`src/design/txs_pkg.sv`:
```
// package: register map, field layout and constants of the tx shadow bank
package txs_pkg;
  // register byte addresses (word aligned)
  localparam logic [7:0] TXS_ADDR_PREV_DESC_LOW  = 8'h00;
  localparam logic [7:0] TXS_ADDR_PREV_DESC_HIGH = 8'h04;
  localparam logic [7:0] TXS_ADDR_PREV_BCOUNT    = 8'h08;
  localparam logic [7:0] TXS_ADDR_PREV_STATUS    = 8'h0C;
  localparam logic [7:0] TXS_ADDR_NEXT_BUF_LOW   = 8'h10;
  localparam logic [7:0] TXS_ADDR_STYLE          = 8'h14;
  localparam logic [7:0] TXS_ADDR_CTRL           = 8'h18;

  // field layout
  localparam int TXS_HALF_W   = 16;
  localparam int TXS_BCOUNT_W = 12;
  localparam int TXS_STYLE_W  = 8;
  localparam int TXS_WIDE_BIT = 8;
  localparam int TXS_STOP_BIT = 0;
  localparam int TXS_SUSPEND_BIT_BIT = 1;
  localparam int TXS_LANE_W   = 8;
  localparam int TXS_LANES    = 2;

  // style codes
  localparam logic [7:0] TXS_STYLE_NARROW    = 8'h00;
  localparam logic [7:0] TXS_STYLE_RSVD1     = 8'h01;
  localparam logic [7:0] TXS_STYLE_WIDE_NB   = 8'h02;
  localparam logic [7:0] TXS_STYLE_WIDE_BRST = 8'h03;
  localparam logic [7:0] TXS_STYLE_RESET     = 8'h00;

  // unmapped and reserved read value
  localparam logic [31:0] TXS_RD_ZERO = 32'h0000_0000;
endpackage : txs_pkg

```
`src/design/txs_shadow_regs.sv`:
```
// file: transmit shadow register bank behind an avalon-mm slave
// Notes on behaviour
// - upper halves reserved; read as zero here
// - previous descriptor pointer low half stored
// - previous descriptor pointer high half stored
// - previous byte count copy, twelve bits
// - previous descriptor status half copy
// - next buffer pointer low half stored
// - shadow field access and style writes only while stopped or suspended
// - shadow fields untouched by any reset
// - style 00h narrow structures, ring non-burst
// - style 02h wide structures, ring non-burst
// - style 03h wide structures, bursts allowed
// - style code resets to 00h
// - wide flag read only, derived
//
// Local design decisions: register access over Avalon-MM and the address map.
`timescale 1ns/10ps
module txs_shadow_regs
  import txs_pkg::*;
(
  input  wire logic        ref_clk,
  input  wire logic        rst_n,
  // avalon-mm slave
  input  wire logic [7:0]  avs_address,
  input  wire logic        avs_read,
  input  wire logic        avs_write,
  input  wire logic [31:0] avs_writedata,
  input  wire logic [3:0]  avs_byteenable,
  output logic [31:0]      avs_readdata,
  output logic             avs_waitrequest,
  // dma-side capture of the finished descriptor
  input  wire logic        dma_capture,
  input  wire logic [31:0] dma_desc_addr,
  input  wire logic [31:0] dma_desc_word1,
  input  wire logic        dma_next_valid,
  input  wire logic [15:0] dma_next_buf_low,
  // shadow state to the transmit engine
  output logic [15:0]      prev_desc_ptr_low,
  output logic [15:0]      prev_desc_ptr_high,
  output logic [11:0]      prev_byte_count,
  output logic [15:0]      prev_status_copy,
  output logic [15:0]      next_buffer_ptr_low,
  output logic [7:0]       structure_style_code,
  output logic             wide_structure_flag,
  output logic             init_burst_ok,
  output logic             ring_burst_ok,
  output logic             style_valid,
  output logic             stop_bit,
  output logic             suspend_bit
);

  // --------------------------------------------------------------
  // bus handshake
  // --------------------------------------------------------------
  // one wait cycle: a read is taken on the edge after it appears, a write on the edge after that
  logic ack_q;
  logic req;
  logic [31:0] rdata_q;

  assign req             = avs_read | avs_write;
  assign avs_waitrequest = req & ~ack_q;
  assign avs_readdata    = rdata_q;

  // ack pulses for one cycle, then clears so back-to-back works
  always_ff @(posedge ref_clk or negedge rst_n) begin
    if (!rst_n) begin
      ack_q <= 1'b0;
    end else begin
      ack_q <= req & ~ack_q;
    end
  end

  // a read raised together with a write is dropped; the write goes ahead
  logic wr_take;
  logic rd_take;
  assign wr_take = avs_write & ack_q;
  assign rd_take = avs_read & ~avs_write & ~ack_q;

  // --------------------------------------------------------------
  // address decode
  // --------------------------------------------------------------
  // one select per register; unmapped offsets select nothing
  logic sel_pdl;
  logic sel_pdh;
  logic sel_pbc;
  logic sel_pst;
  logic sel_nbl;
  logic sel_style;
  logic sel_ctrl;

  always_comb begin
    sel_pdl   = 1'b0;
    sel_pdh   = 1'b0;
    sel_pbc   = 1'b0;
    sel_pst   = 1'b0;
    sel_nbl   = 1'b0;
    sel_style = 1'b0;
    sel_ctrl  = 1'b0;
    if (avs_address == TXS_ADDR_PREV_DESC_LOW) begin
      sel_pdl = 1'b1;
    end else if (avs_address == TXS_ADDR_PREV_DESC_HIGH) begin
      sel_pdh = 1'b1;
    end else if (avs_address == TXS_ADDR_PREV_BCOUNT) begin
      sel_pbc = 1'b1;
    end else if (avs_address == TXS_ADDR_PREV_STATUS) begin
      sel_pst = 1'b1;
    end else if (avs_address == TXS_ADDR_NEXT_BUF_LOW) begin
      sel_nbl = 1'b1;
    end else if (avs_address == TXS_ADDR_STYLE) begin
      sel_style = 1'b1;
    end else if (avs_address == TXS_ADDR_CTRL) begin
      sel_ctrl = 1'b1;
    end
  end

  // --------------------------------------------------------------
  // control: stop and suspend bits
  // --------------------------------------------------------------
  logic stop_q;
  logic suspend_bit_q;
  logic access_ok;

  // stop is set by reset so software can program after power-up
  always_ff @(posedge ref_clk or negedge rst_n) begin
    if (!rst_n) begin
      stop_q <= 1'b1;
      suspend_bit_q <= 1'b0;
    end else if (wr_take && sel_ctrl && avs_byteenable[0]) begin
      stop_q <= avs_writedata[TXS_STOP_BIT];
      suspend_bit_q <= avs_writedata[TXS_SUSPEND_BIT_BIT];
    end
  end

  assign access_ok   = stop_q | suspend_bit_q;
  assign stop_bit    = stop_q;
  assign suspend_bit = suspend_bit_q;

  // --------------------------------------------------------------
  // style code
  // --------------------------------------------------------------
  logic [TXS_STYLE_W-1:0] style_q;

  // only the code is writable; the wide flag bit is dropped
  always_ff @(posedge ref_clk or negedge rst_n) begin
    if (!rst_n) begin
      style_q <= TXS_STYLE_RESET;
    end else if (wr_take && access_ok && sel_style && avs_byteenable[0]) begin
      style_q <= avs_writedata[TXS_STYLE_W-1:0];
    end
  end

  assign structure_style_code = style_q;

  txs_style_decode u_style (
    .style_code          (style_q),
    .wide_structure_flag (wide_structure_flag),
    .init_burst_ok       (init_burst_ok),
    .ring_burst_ok       (ring_burst_ok),
    .style_valid         (style_valid)
  );

  // --------------------------------------------------------------
  // shadow fields
  // --------------------------------------------------------------
  // no reset term: contents survive every reset and stop
  logic [15:0] pdl_q;
  logic [15:0] pdh_q;
  logic [11:0] pbc_q;
  logic [15:0] pst_q;
  logic [15:0] nbl_q;
  logic        sw_wr;
  logic [15:0] wmask;
  logic [15:0] wr_half;
  logic [15:0] pbc_wide;
  logic [15:0] pbc_merge;
  logic        we_pdl;
  logic        we_pdh;
  logic        we_pbc;
  logic        we_pst;
  logic        we_nbl;

  assign sw_wr   = wr_take & access_ok;
  assign wr_half = avs_writedata[TXS_HALF_W-1:0];

  // byte lane mask, one lane per enable; lanes 2 and 3 have no field behind them
  for (genvar g = 0; g < TXS_LANES; g++) begin : g_lane
    assign wmask[g*TXS_LANE_W +: TXS_LANE_W] = {TXS_LANE_W{avs_byteenable[g]}};
  end

  // per-register write strobes, live only while stopped or suspended
  assign we_pdl = sw_wr & sel_pdl;
  assign we_pdh = sw_wr & sel_pdh;
  assign we_pbc = sw_wr & sel_pbc;
  assign we_pst = sw_wr & sel_pst;
  assign we_nbl = sw_wr & sel_nbl;

  // unselected lanes keep their old bits, so one-byte writes are safe
  function automatic logic [15:0] lane_merge(
    input logic [15:0] old_v,
    input logic [15:0] new_v,
    input logic [15:0] mask
  );
    return (old_v & ~mask) | (new_v & mask);
  endfunction : lane_merge

  // byte count widened to the lane layout, then cut back to its own width
  assign pbc_wide  = {{(TXS_HALF_W-TXS_BCOUNT_W){1'b0}}, pbc_q};
  assign pbc_merge = lane_merge(pbc_wide, wr_half, wmask);

  // software write wins over a dma capture in the same cycle
  always_ff @(posedge ref_clk) begin
    if (we_pdl) begin
      pdl_q <= lane_merge(pdl_q, wr_half, wmask);
    end else if (dma_capture) begin
      pdl_q <= dma_desc_addr[TXS_HALF_W-1:0];
    end
  end

  always_ff @(posedge ref_clk) begin
    if (we_pdh) begin
      pdh_q <= lane_merge(pdh_q, wr_half, wmask);
    end else if (dma_capture) begin
      pdh_q <= dma_desc_addr[2*TXS_HALF_W-1:TXS_HALF_W];
    end
  end

  always_ff @(posedge ref_clk) begin
    if (we_pbc) begin
      pbc_q <= pbc_merge[TXS_BCOUNT_W-1:0];
    end else if (dma_capture) begin
      pbc_q <= dma_desc_word1[TXS_BCOUNT_W-1:0];
    end
  end

  always_ff @(posedge ref_clk) begin
    if (we_pst) begin
      pst_q <= lane_merge(pst_q, wr_half, wmask);
    end else if (dma_capture) begin
      pst_q <= dma_desc_word1[2*TXS_HALF_W-1:TXS_HALF_W];
    end
  end

  always_ff @(posedge ref_clk) begin
    if (we_nbl) begin
      nbl_q <= lane_merge(nbl_q, wr_half, wmask);
    end else if (dma_next_valid) begin
      nbl_q <= dma_next_buf_low;
    end
  end

  assign prev_desc_ptr_low   = pdl_q;
  assign prev_desc_ptr_high  = pdh_q;
  assign prev_byte_count     = pbc_q;
  assign prev_status_copy    = pst_q;
  assign next_buffer_ptr_low = nbl_q;

  // --------------------------------------------------------------
  // read path
  // --------------------------------------------------------------
  // gated reads return zero; upper half always zero
  logic [31:0] rd_mux;
  always_comb begin
    rd_mux = TXS_RD_ZERO;
    if (sel_ctrl) begin
      rd_mux[TXS_STOP_BIT] = stop_q;
      rd_mux[TXS_SUSPEND_BIT_BIT] = suspend_bit_q;
    end else if (sel_style) begin
      rd_mux[TXS_STYLE_W-1:0] = style_q;
      rd_mux[TXS_WIDE_BIT]    = wide_structure_flag;
    end else if (!access_ok) begin
      rd_mux = TXS_RD_ZERO;
    end else if (sel_pdl) begin
      rd_mux[TXS_HALF_W-1:0] = pdl_q;
    end else if (sel_pdh) begin
      rd_mux[TXS_HALF_W-1:0] = pdh_q;
    end else if (sel_pbc) begin
      rd_mux[TXS_BCOUNT_W-1:0] = pbc_q;
    end else if (sel_pst) begin
      rd_mux[TXS_HALF_W-1:0] = pst_q;
    end else if (sel_nbl) begin
      rd_mux[TXS_HALF_W-1:0] = nbl_q;
    end
  end

  // read data registered on the taking edge, valid at the ack edge
  always_ff @(posedge ref_clk or negedge rst_n) begin
    if (!rst_n) begin
      rdata_q <= TXS_RD_ZERO;
    end else if (rd_take) begin
      rdata_q <= rd_mux;
    end
  end

endmodule : txs_shadow_regs

```
`src/design/txs_style_decode.sv`:
```
// file: style code decode into structure width and burst permissions
`timescale 1ns/10ps
module txs_style_decode
  import txs_pkg::*;
(
  input  wire logic [TXS_STYLE_W-1:0] style_code,
  output logic                        wide_structure_flag,
  output logic                        init_burst_ok,
  output logic                        ring_burst_ok,
  output logic                        style_valid
);
  // reserved codes flag invalid and allow no bursts; of those only 01h reports wide
  always_comb begin
    wide_structure_flag = 1'b0;
    init_burst_ok       = 1'b0;
    ring_burst_ok       = 1'b0;
    style_valid         = 1'b0;
    case (style_code)
      TXS_STYLE_NARROW: begin
        init_burst_ok = 1'b1;
        style_valid   = 1'b1;
      end
      TXS_STYLE_RSVD1: begin
        wide_structure_flag = 1'b1;
      end
      TXS_STYLE_WIDE_NB: begin
        wide_structure_flag = 1'b1;
        init_burst_ok       = 1'b1;
        style_valid         = 1'b1;
      end
      TXS_STYLE_WIDE_BRST: begin
        wide_structure_flag = 1'b1;
        init_burst_ok       = 1'b1;
        ring_burst_ok       = 1'b1;
        style_valid         = 1'b1;
      end
      default: begin
        style_valid = 1'b0;
      end
    endcase
  end
endmodule : txs_style_decode

```
`config.mk`:
```
export PLATFORM = sky130hd
export DESIGN_NAME = txs_shadow_regs
export DESIGN_NICKNAME = d
export VERILOG_FILES = /design/src/design/txs_pkg.sv /design/src/design/txs_shadow_regs.sv /design/src/design/txs_style_decode.sv
export SDC_FILE = /design/constraint.sdc
export NUM_CORES = 1
export LEC_CHECK = 0
export ABC_AREA = 0
export ABC_CLOCK_PERIOD_IN_PS = 4100
export BUFFER_PORTS_ARGS = -buffer_cell sky130_fd_sc_hd__buf_2
export CORE_MARGIN = 2
export CORE_UTILIZATION = 45
export CTS_CLUSTER_SIZE = 25
export DETAILED_ROUTE_END_ITERATION = 10
export GPL_ROUTABILITY_DRIVEN = 0
export GPL_TIMING_DRIVEN = 0
export PLACE_DENSITY = 0.77
export SLEW_MARGIN = 5
export SYNTH_ARGS = -nofsm -noshare
export SYNTH_HDL_FRONTEND = slang
export SYNTH_SLANG_ARGS = --single-unit
export TNS_END_PERCENT = 10
```
`constraint.sdc`:
```
create_clock -name ref_clk -period 4.1 [get_ports ref_clk]
set_input_delay 0.615 -clock ref_clk [delete_from_list [all_inputs] [get_ports ref_clk]]
set_output_delay 0.615 -clock ref_clk [all_outputs]
set_load 0.005 [all_outputs]
```
Yosys cells after proc, flatten, opt, wreduce, memory -nomap -nowiden
Cells that the tools add are included.
Operators by class
  add/subtract/negate cells: 0
  multipliers: 0
  divide/modulo/power cells: 0
  magnitude comparators: 0
  equality and inequality tests: 9
  shift-type cells: 0
  multiplexer cells: 52
  bitwise gates (word level): 26
  reductions and logical operators: 14
Operators by type and width (count)
  $mux 16: 13
  $and 16x16->16: 5
  $or 16x16->16: 4
  $mux 12: 3
  $mux 1: 31
  $eq 8x5->1 const B: 3
  $eq 8x2->1 const B: 2
  $eq 8x4->1 const B: 2
  $logic_not 8->1: 2
  $not 16->16: 1
  $mux 14: 1
  $and 12x12->12: 1
  $or 12x12->12: 1
  $and 1x1->1: 10
  $reduce_bool 2->1: 5
  $mux 9: 1
  $eq 8x1->1 const B: 1
  $eq 8x3->1 const B: 1
  $mux 7: 1
  $reduce_or 3->1: 2
  $logic_and 1x1->1: 5
  $mux 4: 1
  $mux 2: 1
  $not 1->1: 2
  $or 1x1->1: 2
Word-level totals
  bits in registers: 119
  bits in latches: 0
  bits in writable memories: 0
  memory bits (read-only): 0
  input port bits: 130
  output and inout bits: 123
  word-level logic and storage cells: 111
  memories: 0

Depth between registers and ports, before layout
Gate-level depths: netlist of the first run.
  depth after elaboration: 14
  gate-level depth with buffers: 6
  mapped depth without buffers: 4

Cells and area by module
From an unflattened synthesis of the first run, not the netlist that was laid out.
Second synthesis, totals
  cell total of the unflattened synthesis: 453
  area, all modules: 5691.7 um2
By module, submodules not included
  txs_shadow_regs: instances 1, cells an instance 445, area an instance 5634.2 um2, sequential area each 2959.1 um2
  txs_style_decode: instances 1, cells an instance 8, area an instance 57.6 um2, sequential area each 0.0 um2

Worst setup path before layout of the first run
Ideal clock, no wire load.
  kind: in2reg
  start: in avs_address[7]
  end: reg with a tool-made name
  library setup time: 384 ps
  arrival: 2370 ps
  required time: 3716 ps
  path slack: 1346 ps
  stages: 5
  path buffers: 2
  path through: nor4_2 > clkbuf_1 > nand3_1 > clkbuf_1 > o21ai_0
RTL lines
  from (decl): RTL line txs_shadow_regs.sv:25  | input wire logic [7:0] avs_address,

==> summary.txt, run 1 <==
Routing
  • DRC: 0
  • Vias: 4958
  • Vias/cell: 5.72
  • 1st-pass router iterations: 5
  • Final antenna-violating net count: 0
  • Routed len/inst: 21.0 um
  • Initial DRC count: 452
  • Final wirelength: 18200 um

Die
  • Ports: 253
  • Die height: 115 um
  • Row cnt: 40
  • Die W: 115 um
  • Initial core utilization: 0.460
  • Core region area: 12000 sq um
  • Die footprint: 13200 sq um

Synth
  • Number of synthesized register bits: 103
  • Post-synth EDFFs: 76
  • Post-Syn Area: 5530 sq um
  • Post-Synthesis Cells: 474
  • Seq/Total Area, Yosys: 0.536
  • Synth cell types: 51
  • Synthesized area per cell: 11.7 sq um
  • Yosys warning count: 0
  • Ys async rst share: 0.262
  • Primary FF master, synth: edfxtp_1

Flow run
  • Max cap viols: 0

Clocking
  • Num CTS Buffers: 9
  • CTS tree: yes
  • Worst-path clk slew: 70 ps
  • H-tree Lvls: 3
  • Root buffer cell: clkbuf_16
  • Post-CTS Setup Inserts: 0
  • Post-CTS Hold Buffers: 0
  • CTS Buffer Depth: 2
  • Clock Sinks: 103
  • Worst skew pair latency: 350 ps
  • PostCTS Resize Cnt: 0

Power
  • Power per cell area: 345 nW/um^2
  • Maximum VDD drop: 170 uV
  • Leak: 3.15 nW
  • Sequential power share: 0.503
  • Comb power frac: 0.128
  • Pint: 1.88 mW
  • P_sw: 592 uW
  • Sw Share: 0.240
  • Clock power frac: 0.369

GRT
  • First-pass GRT wire length: 27200 um
  • Initial antenna violation count: 1
  • Largest net degree at the start of global routing: 28
  • Total grt overflow: 0
  • Number of global-route vias before repair: 4887
  • Tot GR Track Use: 0.277

Timing
  • Worst relative slew slack: 0.260
  • Least-Margin Pin Slew: 1100 ps
  • RSZ-0062 raised after global routing: no
  • Final Max Slew Viols: 0
  • Fmax: 295 MHz
  • TNS Setup: 0 ps
  • Final worst-path cycle share: 0.828
  • Final setup fails: 0
  • Clock skew: 7.85 ps
  • Final hold vios: 0
  • Fin crit period: 3400 ps

Critical path
  • CP Data Required Time: 4070 ps
  • Worst r2r src: stop_bit$_DFFE_PN1P_
  • Critical Path Start: avs_address[7]
  • CP Class: in2reg
  • CP Capture Type: register
  • CP arrival: 3360 ps
  • Critical Path Start Type: primary input
  • Worst-path maximum fanout: 10

Run status
  • Outcome: finished clean

Finish
  • Fraction of layout cells with a size suffix above 1: 0.453
  • Commonest non-fill, non-tap cell in the layout: buf_2
  • Final #Nets: 844
  • Non-Filler Instances: 867
  • Area delta synth->final: 29.4%
  • Most frequent cells in the layout: 218 x buf_2, 76 x edfxtp_1, 66 x mux2_2

Place
  • Placed insts: 850
  • PortBufs: 214
  • HPWL Detailed: 14400 um

Min path
  • Worst hold path type: in2async
==> worst paths after layout <==
check | cells after the start | end | slack (ps)
max | 6 | register | 700
min | 1 | structure_style_code[4]$_DFFE_PN0P_ | 290
max reg2reg | 4 | register | 1280
min reg2reg | 2 | avs_readdata[13]$_DFFE_PN0P_ | 480
max in group asynchronous | 1 | avs_readdata[12]$_DFFE_PN0P_ | 3390
min in group ref_clk | 2 | avs_readdata[13]$_DFFE_PN0P_ | 480
==> kinds of logic (layout without fill, tap and decap cells) <==
kind of cell / after synthesis / after routing / share of synthesized area
AOI/OAI and AO/OA: 119 / 119 / 0.149
buffers and inverters: 50 / 280 / 0.0471
DFF: 103 / 103 / 0.536
and+or+nand+nor: 134 / 134 / 0.131
muxes: 67 / 67 / 0.137
other: 1 / 17 / 0.000679
==> layout make-up <==
| cell class | instances | area [sq um] |
|---|---|---|
| Inverter | 5 | 18.8 |
| Timing Repair Buffer | 214 | 1070 |
| Multi-Input combinational cell | 336 | 2360 |
| Clock buffer | 9 | 225 |
| Antenna cell | 1 | 2.50 |
| Fill cell | 1031 | 4860 |
| Buffer | 45 | 241 |
| Clock inverter | 7 | 85.1 |
| Sequential cell | 103 | 2960 |
| Tap cell | 147 | 184 |
==> cells in the mapped netlist, types with 5 or more instances <==
library cell,n,area (sq um)
dfrtp_1,26,651
o31ai_1,13,97.6
o22a_1,9,78.8
and2_1,16,100
mux2_2,66,743
nand3_1,6,30.0
a22oi_1,9,67.6
o21ai_0,34,170
inv_1,5,18.8
a21o_1,5,37.5
clkbuf_1,22,82.6
nand2b_1,9,56.3
nand2_1,49,184
a21oi_1,9,45.0
a2bb2oi_1,11,96.3
edfxtp_1,76,2280
o211ai_1,5,37.5
nor2_1,24,90.1
o22ai_1,9,56.3
buf_4,18,135
==> per-layer routing <==
layer	share of wire	vias up	global-route usage	routed length (um)
met5	0	-	0	0
met4	0.027	0	0.109	500
met3	0.10	39	0.0685	1850
met2	0.48	333	0.443	8790
met1	0.39	2343	0.365	7090
li1	-	2243	-	-
==> worst max-delay path, stage by stage <==
cell and delay, ps:
buf_2 130, nor4_2 420, clkbuf_1 460, nand3_1 500
clkbuf_1 330, o21ai_0 900
==> power groups by stage <==
stage	Clock [mW]	Sequential, mW	Combinational [mW]
after floorplan	0	1.26	0.128
after global placement	0	1.26	0.303
after detailed placement	0	1.26	0.309
after CTS	0.912	1.24	0.312
after global routing	0.957	1.25	0.343
final	0.911	1.24	0.316
==> metrics by stage <==
stage | setup slack (ps) | hold WS, ps | cell area [sq um] | power, mW | util
final | 705 | 285 | 7150 | 2.47 | 0.595
after global routing | 463 | 329 | 7150 | 2.55 | 0.595
after CTS | 727 | 296 | 7150 | 2.46 | 0.595
after detailed placement | 369 | 473 | 6840 | 1.57 | 0.569
after global placement | 342 | 471 | 6840 | 1.56 | 0.569
after floorplan | 1350 | 319 | 5580 | 1.39 | -
Note: power is estimated with default switching activity, not from simulation.
==> run 2, diff against run 1 <==
- ABC_AREA: 0 -> 1
- ABC_CLOCK_PERIOD_IN_PS: 4100 -> 2800
- CORE_UTILIZATION: 45 -> 43
- clock period: 4.1 -> 2.8 ns (I/O delays scaled with it)
==> run 2 against run 1 <==
Net effect: combinational power increased by 28%; clock power grew 30%; non-clock buffer count shrank 1; global-route usage is 0.61 points higher; worst setup slack improved by 97 ps; clock skew hardly changed; total power up 37%; sequential cell count unchanged; cell area fell by 0.44%; worst hold slack worse by 230 ps; first-iteration DRC count rose by 18%; critical path type is now reg2reg.
==> summary.txt, run 2 <==
Run status
  • Outcome: finished clean

GRT
  • Total grt overflow: 0
  • Initial antenna violation count: 0
  • Tot GR Track Use: 0.283
  • Largest net degree at the start of global routing: 28
  • First-pass GRT wire length: 28100 um
  • Number of global-route vias before repair: 5029

Timing
  • Final Max Slew Viols: 0
  • TNS Setup: 0 ps
  • Final setup fails: 0
  • Fin crit period: 2000 ps
  • Clock skew: 7.54 ps
  • Final worst-path cycle share: 0.713
  • RSZ-0062 raised after global routing: no
  • Least-Margin Pin Slew: 673 ps
  • Final hold vios: 0
  • Fmax: 501 MHz
  • Worst relative slew slack: 0.551

Critical path
  • CP Capture Type: register
  • Top cell family by delay on the critical path: simple AND/OR/NAND/NOR gates
  • Critical Path Start: stop_bit$_DFFE_PN1P_
  • CP arrival: 2020 ps
  • Worst r2r src: stop_bit$_DFFE_PN1P_
  • CP max stage delay: 550 ps
  • Worst-path maximum fanout: 8
  • Critical Path Start Type: register
  • CP Buf/Inv Count: 1
  • Crit-path slowest cell: dfstp_2
  • Worst path most repeated cell: nand2_1
  • CP Class: reg2reg
  • CP Data Required Time: 2820 ps
  • Critical path cell sequence: nor2_1, nor2_4, nand2_1, nand2_1, o21ai_0, inv_1

Clocking
  • CTS tree: yes
  • Clock Sinks: 103
  • PostCTS Resize Cnt: 0
  • CTS Buffer Depth: 2
  • Num CTS Buffers: 9
  • Worst skew pair latency: 360 ps
  • Post-CTS Setup Inserts: 0
  • Root buffer cell: clkbuf_16
  • Post-CTS Hold Buffers: 0
  • Worst-path clk slew: 70 ps
  • H-tree Lvls: 3

Routing
  • Met3 Routed Length: 1940 um
  • Initial DRC count: 533
  • Routed len/inst: 17.7 um
  • DRT met1 WL: 7520 um
  • Vias/cell: 5.12
  • Top Layer Used: met4
  • Final antenna-violating net count: 0
  • Vias: 5550
  • Met2 wire length: 9240 um
  • 1st-pass router iterations: 6
  • Final wirelength: 19200 um
  • DRC: 0

Power
  • Leak: 3.76 nW
  • Power per cell area: 475 nW/um^2
  • Total power: 3.38 mW
  • Maximum VDD drop: 397 uV

Finish
  • Commonest non-fill, non-tap cell in the layout: nand2_1
  • Number of fill cells: 1201
  • Most frequent cells in the layout: 240 x nand2_1, 222 x buf_2, 76 x edfxtp_1
  • Area delta synth->final: 29.2%
  • Fraction of layout cells with a size suffix above 1: 0.305
  • ANT cells: 0
  • Final #Nets: 1036

Die
  • Initial core utilization: 0.438
  • Die footprint: 13700 sq um
  • Core region area: 12600 sq um
  • Die height: 117 um
  • Row cnt: 41
  • Die W: 117 um
  • Ports: 253

Synth
  • Synth area leaders: edfxtp_1 41%, nand2_1 16%, dfrtp_1 12%
  • Count leader, synth: nand2_1
  • Post-synth EDFFs: 76
  • Post-synth top cells: 240 x nand2_1, 76 x edfxtp_1, 61 x inv_1, 54 x o21ai_0, 44 x o21ai_1
  • Leading area contributor after synthesis: edfxtp_1
  • Number of synthesized register bits: 103
  • Seq/Total Area, Yosys: 0.537
  • Yosys warning count: 0
  • Synth cell types: 30
  • Primary FF master, synth: edfxtp_1
  • Synth top area share: 0.414
  • Post-Synthesis Cells: 666
  • Ys async rst share: 0.262
  • Post-Syn Area: 5510 sq um
  • Synthesized area per cell: 8.27 sq um

Min path
  • Worst hold path type: in2async

Flow run
  • Max cap viols: 0

Place
  • HPWL Detailed: 15300 um
  • PortBufs: 214
==> run 2: cell types whose count changed after synthesis, moves of 8 or more <==
cell and change:
nor2_1 +11, nand2_1 +191, o22ai_1 -8, o31ai_1 -13, and2_1 -16, nand2b_1 -9, inv_1 +56, o21ai_0 +20
o22a_1 -9, o21ai_1 +43, nand3_1 +32, a2bb2oi_1 -11, mux2_2 -66, a22oi_1 -9
==> run 2: layout make-up <==
class / count / area, sq um / area share
Clock inverter: 6 / 36.3 / 0.00510
Inverter: 66 / 248 / 0.0348
Buffer: 44 / 250 / 0.0352
Tap cell: 172 / 215 / 0.0302
Timing Repair Buffer: 214 / 1070 / 0.150
Clock buffer: 10 / 229 / 0.0322
Multi-Input combinational cell: 468 / 2110 / 0.296
Sequential cell: 103 / 2960 / 0.416
==> run 2: final timing paths <==
check | slack (ps) | cells past startpoint | endpoint
worst max-delay path | 800 | 6 | register
worst min-delay path | 60 | 1 | avs_readdata[7]$_DFFE_PN0P_
worst max register to register | 800 | 6 | register
worst min register to register | 470 | 1 | ack_q$_DFF_PN0_
max in group asynchronous | 2350 | 1 | avs_readdata[12]$_DFFE_PN0P_
min in group ref_clk | 300 | 2 | structure_style_code[4]$_DFFE_PN0P_
==> run 2: report_power, final <==
part / switching [mW] / internal, mW / total, mW
Combinational: 0.236 / 0.170 / 0.406
Sequential: 0.0508 / 1.75 / 1.80
Clock: 0.576 / 0.599 / 1.18
==> run 2: logic make-up after synthesis <==
| family | after synthesis | share of synthesized area |
|---|---|---|
| buffers and inverters | 110 | 0.0904 |
| AO/OA/AOI/OAI | 110 | 0.104 |
| multiplexers | 6 | 0.0123 |
| flip-flops | 103 | 0.537 |
| other | 1 | 0.000681 |
| AND/OR/NAND/NOR | 336 | 0.255 |
==> run 2: stage by stage <==
step	utilization	std cells	worst slack, ps	area, sq um	hold WS, ps
2_1_floorplan	-	681	1090	5570	124
3_3_place_gp	0.545	1067	564	6850	447
3_5_place_dp	0.545	1067	550	6850	455
4_1_cts	0.566	1083	820	7120	71.6
5_1_grt	0.566	1083	690	7120	113
6_report	0.566	1083	802	7120	59.7
==> run 2: layer usage <==
layer,track usage,up-vias
li1,-,2631
met3,0.0608,35
met1,0.368,2557
met4,0.107,0
met2,0.465,327
met5,0,-
==> run 3, diff against run 2 <==
- ABC_AREA: 1 -> 0
- ABC_CLOCK_PERIOD_IN_PS: 2800 -> 1900
- CORE_UTILIZATION: 43 -> 45
- clock period: 2.8 -> 1.9 ns (I/O delays scaled with it)
==> run 3 against run 2 <==
Net effect: die area fell by 4.0%; non-clock buffer count grew 14; clock skew fell by 2.0 ps; cell area rose by 5.6%; cell count is 19% lower; global-route usage fell by 0.22 points; first-iteration DRC count fell by 11%; sequential power is 49% higher; clock power increased by 66%; worst hold slack improved by 140 ps; register-to-register slack got worse by 790 ps; via count is 6.9% lower; largest cell class unchanged; largest power group unchanged.
==> summary.txt, run 3 (same netlist as run 1, synthesis figures left out) <==
Timing
  • Worst relative slew slack: 0.386
  • Final hold vios: 0
  • Final worst-path cycle share: 0.993
  • Clock skew: 5.51 ps
  • Fmax: 530 MHz
  • Fin crit period: 1890 ps
  • Final Max Slew Viols: 0
  • Least-Margin Pin Slew: 912 ps
  • TNS Setup: 0 ps
  • RSZ-0062 raised after global routing: yes
  • Final setup fails: 0

Clocking
  • Root buffer cell: clkbuf_16
  • Num CTS Buffers: 9
  • Clock Sinks: 103
  • Worst skew pair latency: 350 ps
  • H-tree Lvls: 3
  • Worst-path clk slew: 70 ps
  • CTS tree: yes
  • CTS Buffer Depth: 2

Min path
  • Worst hold path type: in2reg

Critical path
  • CP Capture Type: register
  • CP Class: reg2reg
  • Worst-path maximum fanout: 7
  • Critical Path Start Type: register
  • CP Data Required Time: 2000 ps
  • R2r setup slk: 10 ps
  • CP arrival: 1990 ps

GRT
  • Initial antenna violation count: 1
  • Tot GR Track Use: 0.281
  • Total grt overflow: 0
  • First-pass GRT wire length: 27300 um
  • Largest net degree at the start of global routing: 28
  • Number of global-route vias before repair: 4939

Routing
  • Vias/cell: 5.87
  • DRC: 0
  • Final antenna-violating net count: 0
  • Routed len/inst: 21.9 um
  • 1st-pass router iterations: 5
  • Initial DRC count: 475
  • Vias: 5167
  • Final wirelength: 19200 um

Finish
  • Finished layout cell area: 7520 sq um
  • Non-Filler Instances: 880
  • Final #Nets: 857
  • Commonest non-fill, non-tap cell in the layout: buf_2
  • Area delta synth->final: 36.1%
  • Most frequent cells in the layout: 217 x buf_2, 76 x edfxtp_1, 60 x mux2_2
  • Fraction of layout cells with a size suffix above 1: 0.499

Place
  • PortBufs: 214
  • Placed instance area: 6890 sq um
  • Placed insts: 850
  • HPWL Detailed: 14500 um

Die
  • Initial core utilization: 0.460
  • Die footprint: 13200 sq um
  • Core region area: 12000 sq um
  • Die height: 115 um
  • Die W: 115 um
  • Ports: 253
  • Row cnt: 40

Power
  • Maximum VDD drop: 369 uV
  • Leak: 3.30 nW
  • Total power: 5.36 mW
  • Power per cell area: 714 nW/um^2

Run status
  • Outcome: finished clean

Flow run
  • Max cap viols: 0
## run 3: cell types whose count changed in the layout (fill, tap and decap cells not counted), sizes merged, moves of 11 or more
cell,delta
o21ai,-63
mux2,+61
nor2,-20
and2,+16
a2bb2oi,+11
nand2,-194
nand3,-36
o31ai,+13
inv,-62
buf,+12
## run 3: final cells by class
cell class	instances	area, sq um
well taps	147	184
diodes	1	2.50
plain buffers	44	283
flip-flops and latches	103	2960
fillers	965	4490
repair buffers	228	1210
multi-input cells	336	2550
clock buffers	14	275
inverters	5	18.8
clock inverters	2	37.5
## run 3: path summary, 6_finish.rpt
path	from	endpoint	depth (start not counted)
setup / recovery	stop_bit$_DFFE_PN1P_	register	5
hold / removal	avs_read	ack_q$_DFF_PN0_	3
setup reg to reg	stop_bit$_DFFE_PN1P_	register	5
hold reg to reg	avs_readdata[14]$_DFFE_PN0P_	avs_readdata[14]$_DFFE_PN0P_	2
max in group asynchronous	rst_n	structure_style_code[1]$_DFFE_PN0P_	2
min in group asynchronous	rst_n	structure_style_code[2]$_DFFE_PN0P_	2
## run 3: routing by layer
metal	track usage	wire length, um	up-vias
met1	0.357	7170	2422
met3	0.0654	2170	72
li1	-	-	2270
met5	0	0	-
met4	0.120	698	0
met2	0.464	9210	403
## run 3: power breakdown
group	switching, mW	internal [mW]	total [mW]
Sequential	0.0961	2.58	2.68
Combinational	0.388	0.339	0.727
Clock	0.816	1.14	1.96
Total	1.30	4.06	5.36
## run 3: worst max-delay path, stage by stage (launching register included)
cell and delay [ps]:
dfstp_2 590, o211a_4 200, and3_1 170, buf_6 130
buf_4 190, mux2_2 350
## run 3: timing repair
item,4_1_cts,5_1_grt
gates resized for setup,36,19
pin swaps,8,4
gates cloned,1,0
endpoints found under the hold margin,26,0
setup endpoints to repair,163,152
hold buffers,1,0
setup buffers,8,4
## run 3: metrics by stage
step | util | hold slack, ps | setup WS [ps]
floorplan | - | -10.6 | -111
global placement | 0.574 | 327 | -829
detailed placement | 0.574 | 337 | -902
CTS | 0.618 | 208 | -80.0
global route | 0.626 | 223 | -31.3
finish | 0.626 | 204 | 13.8
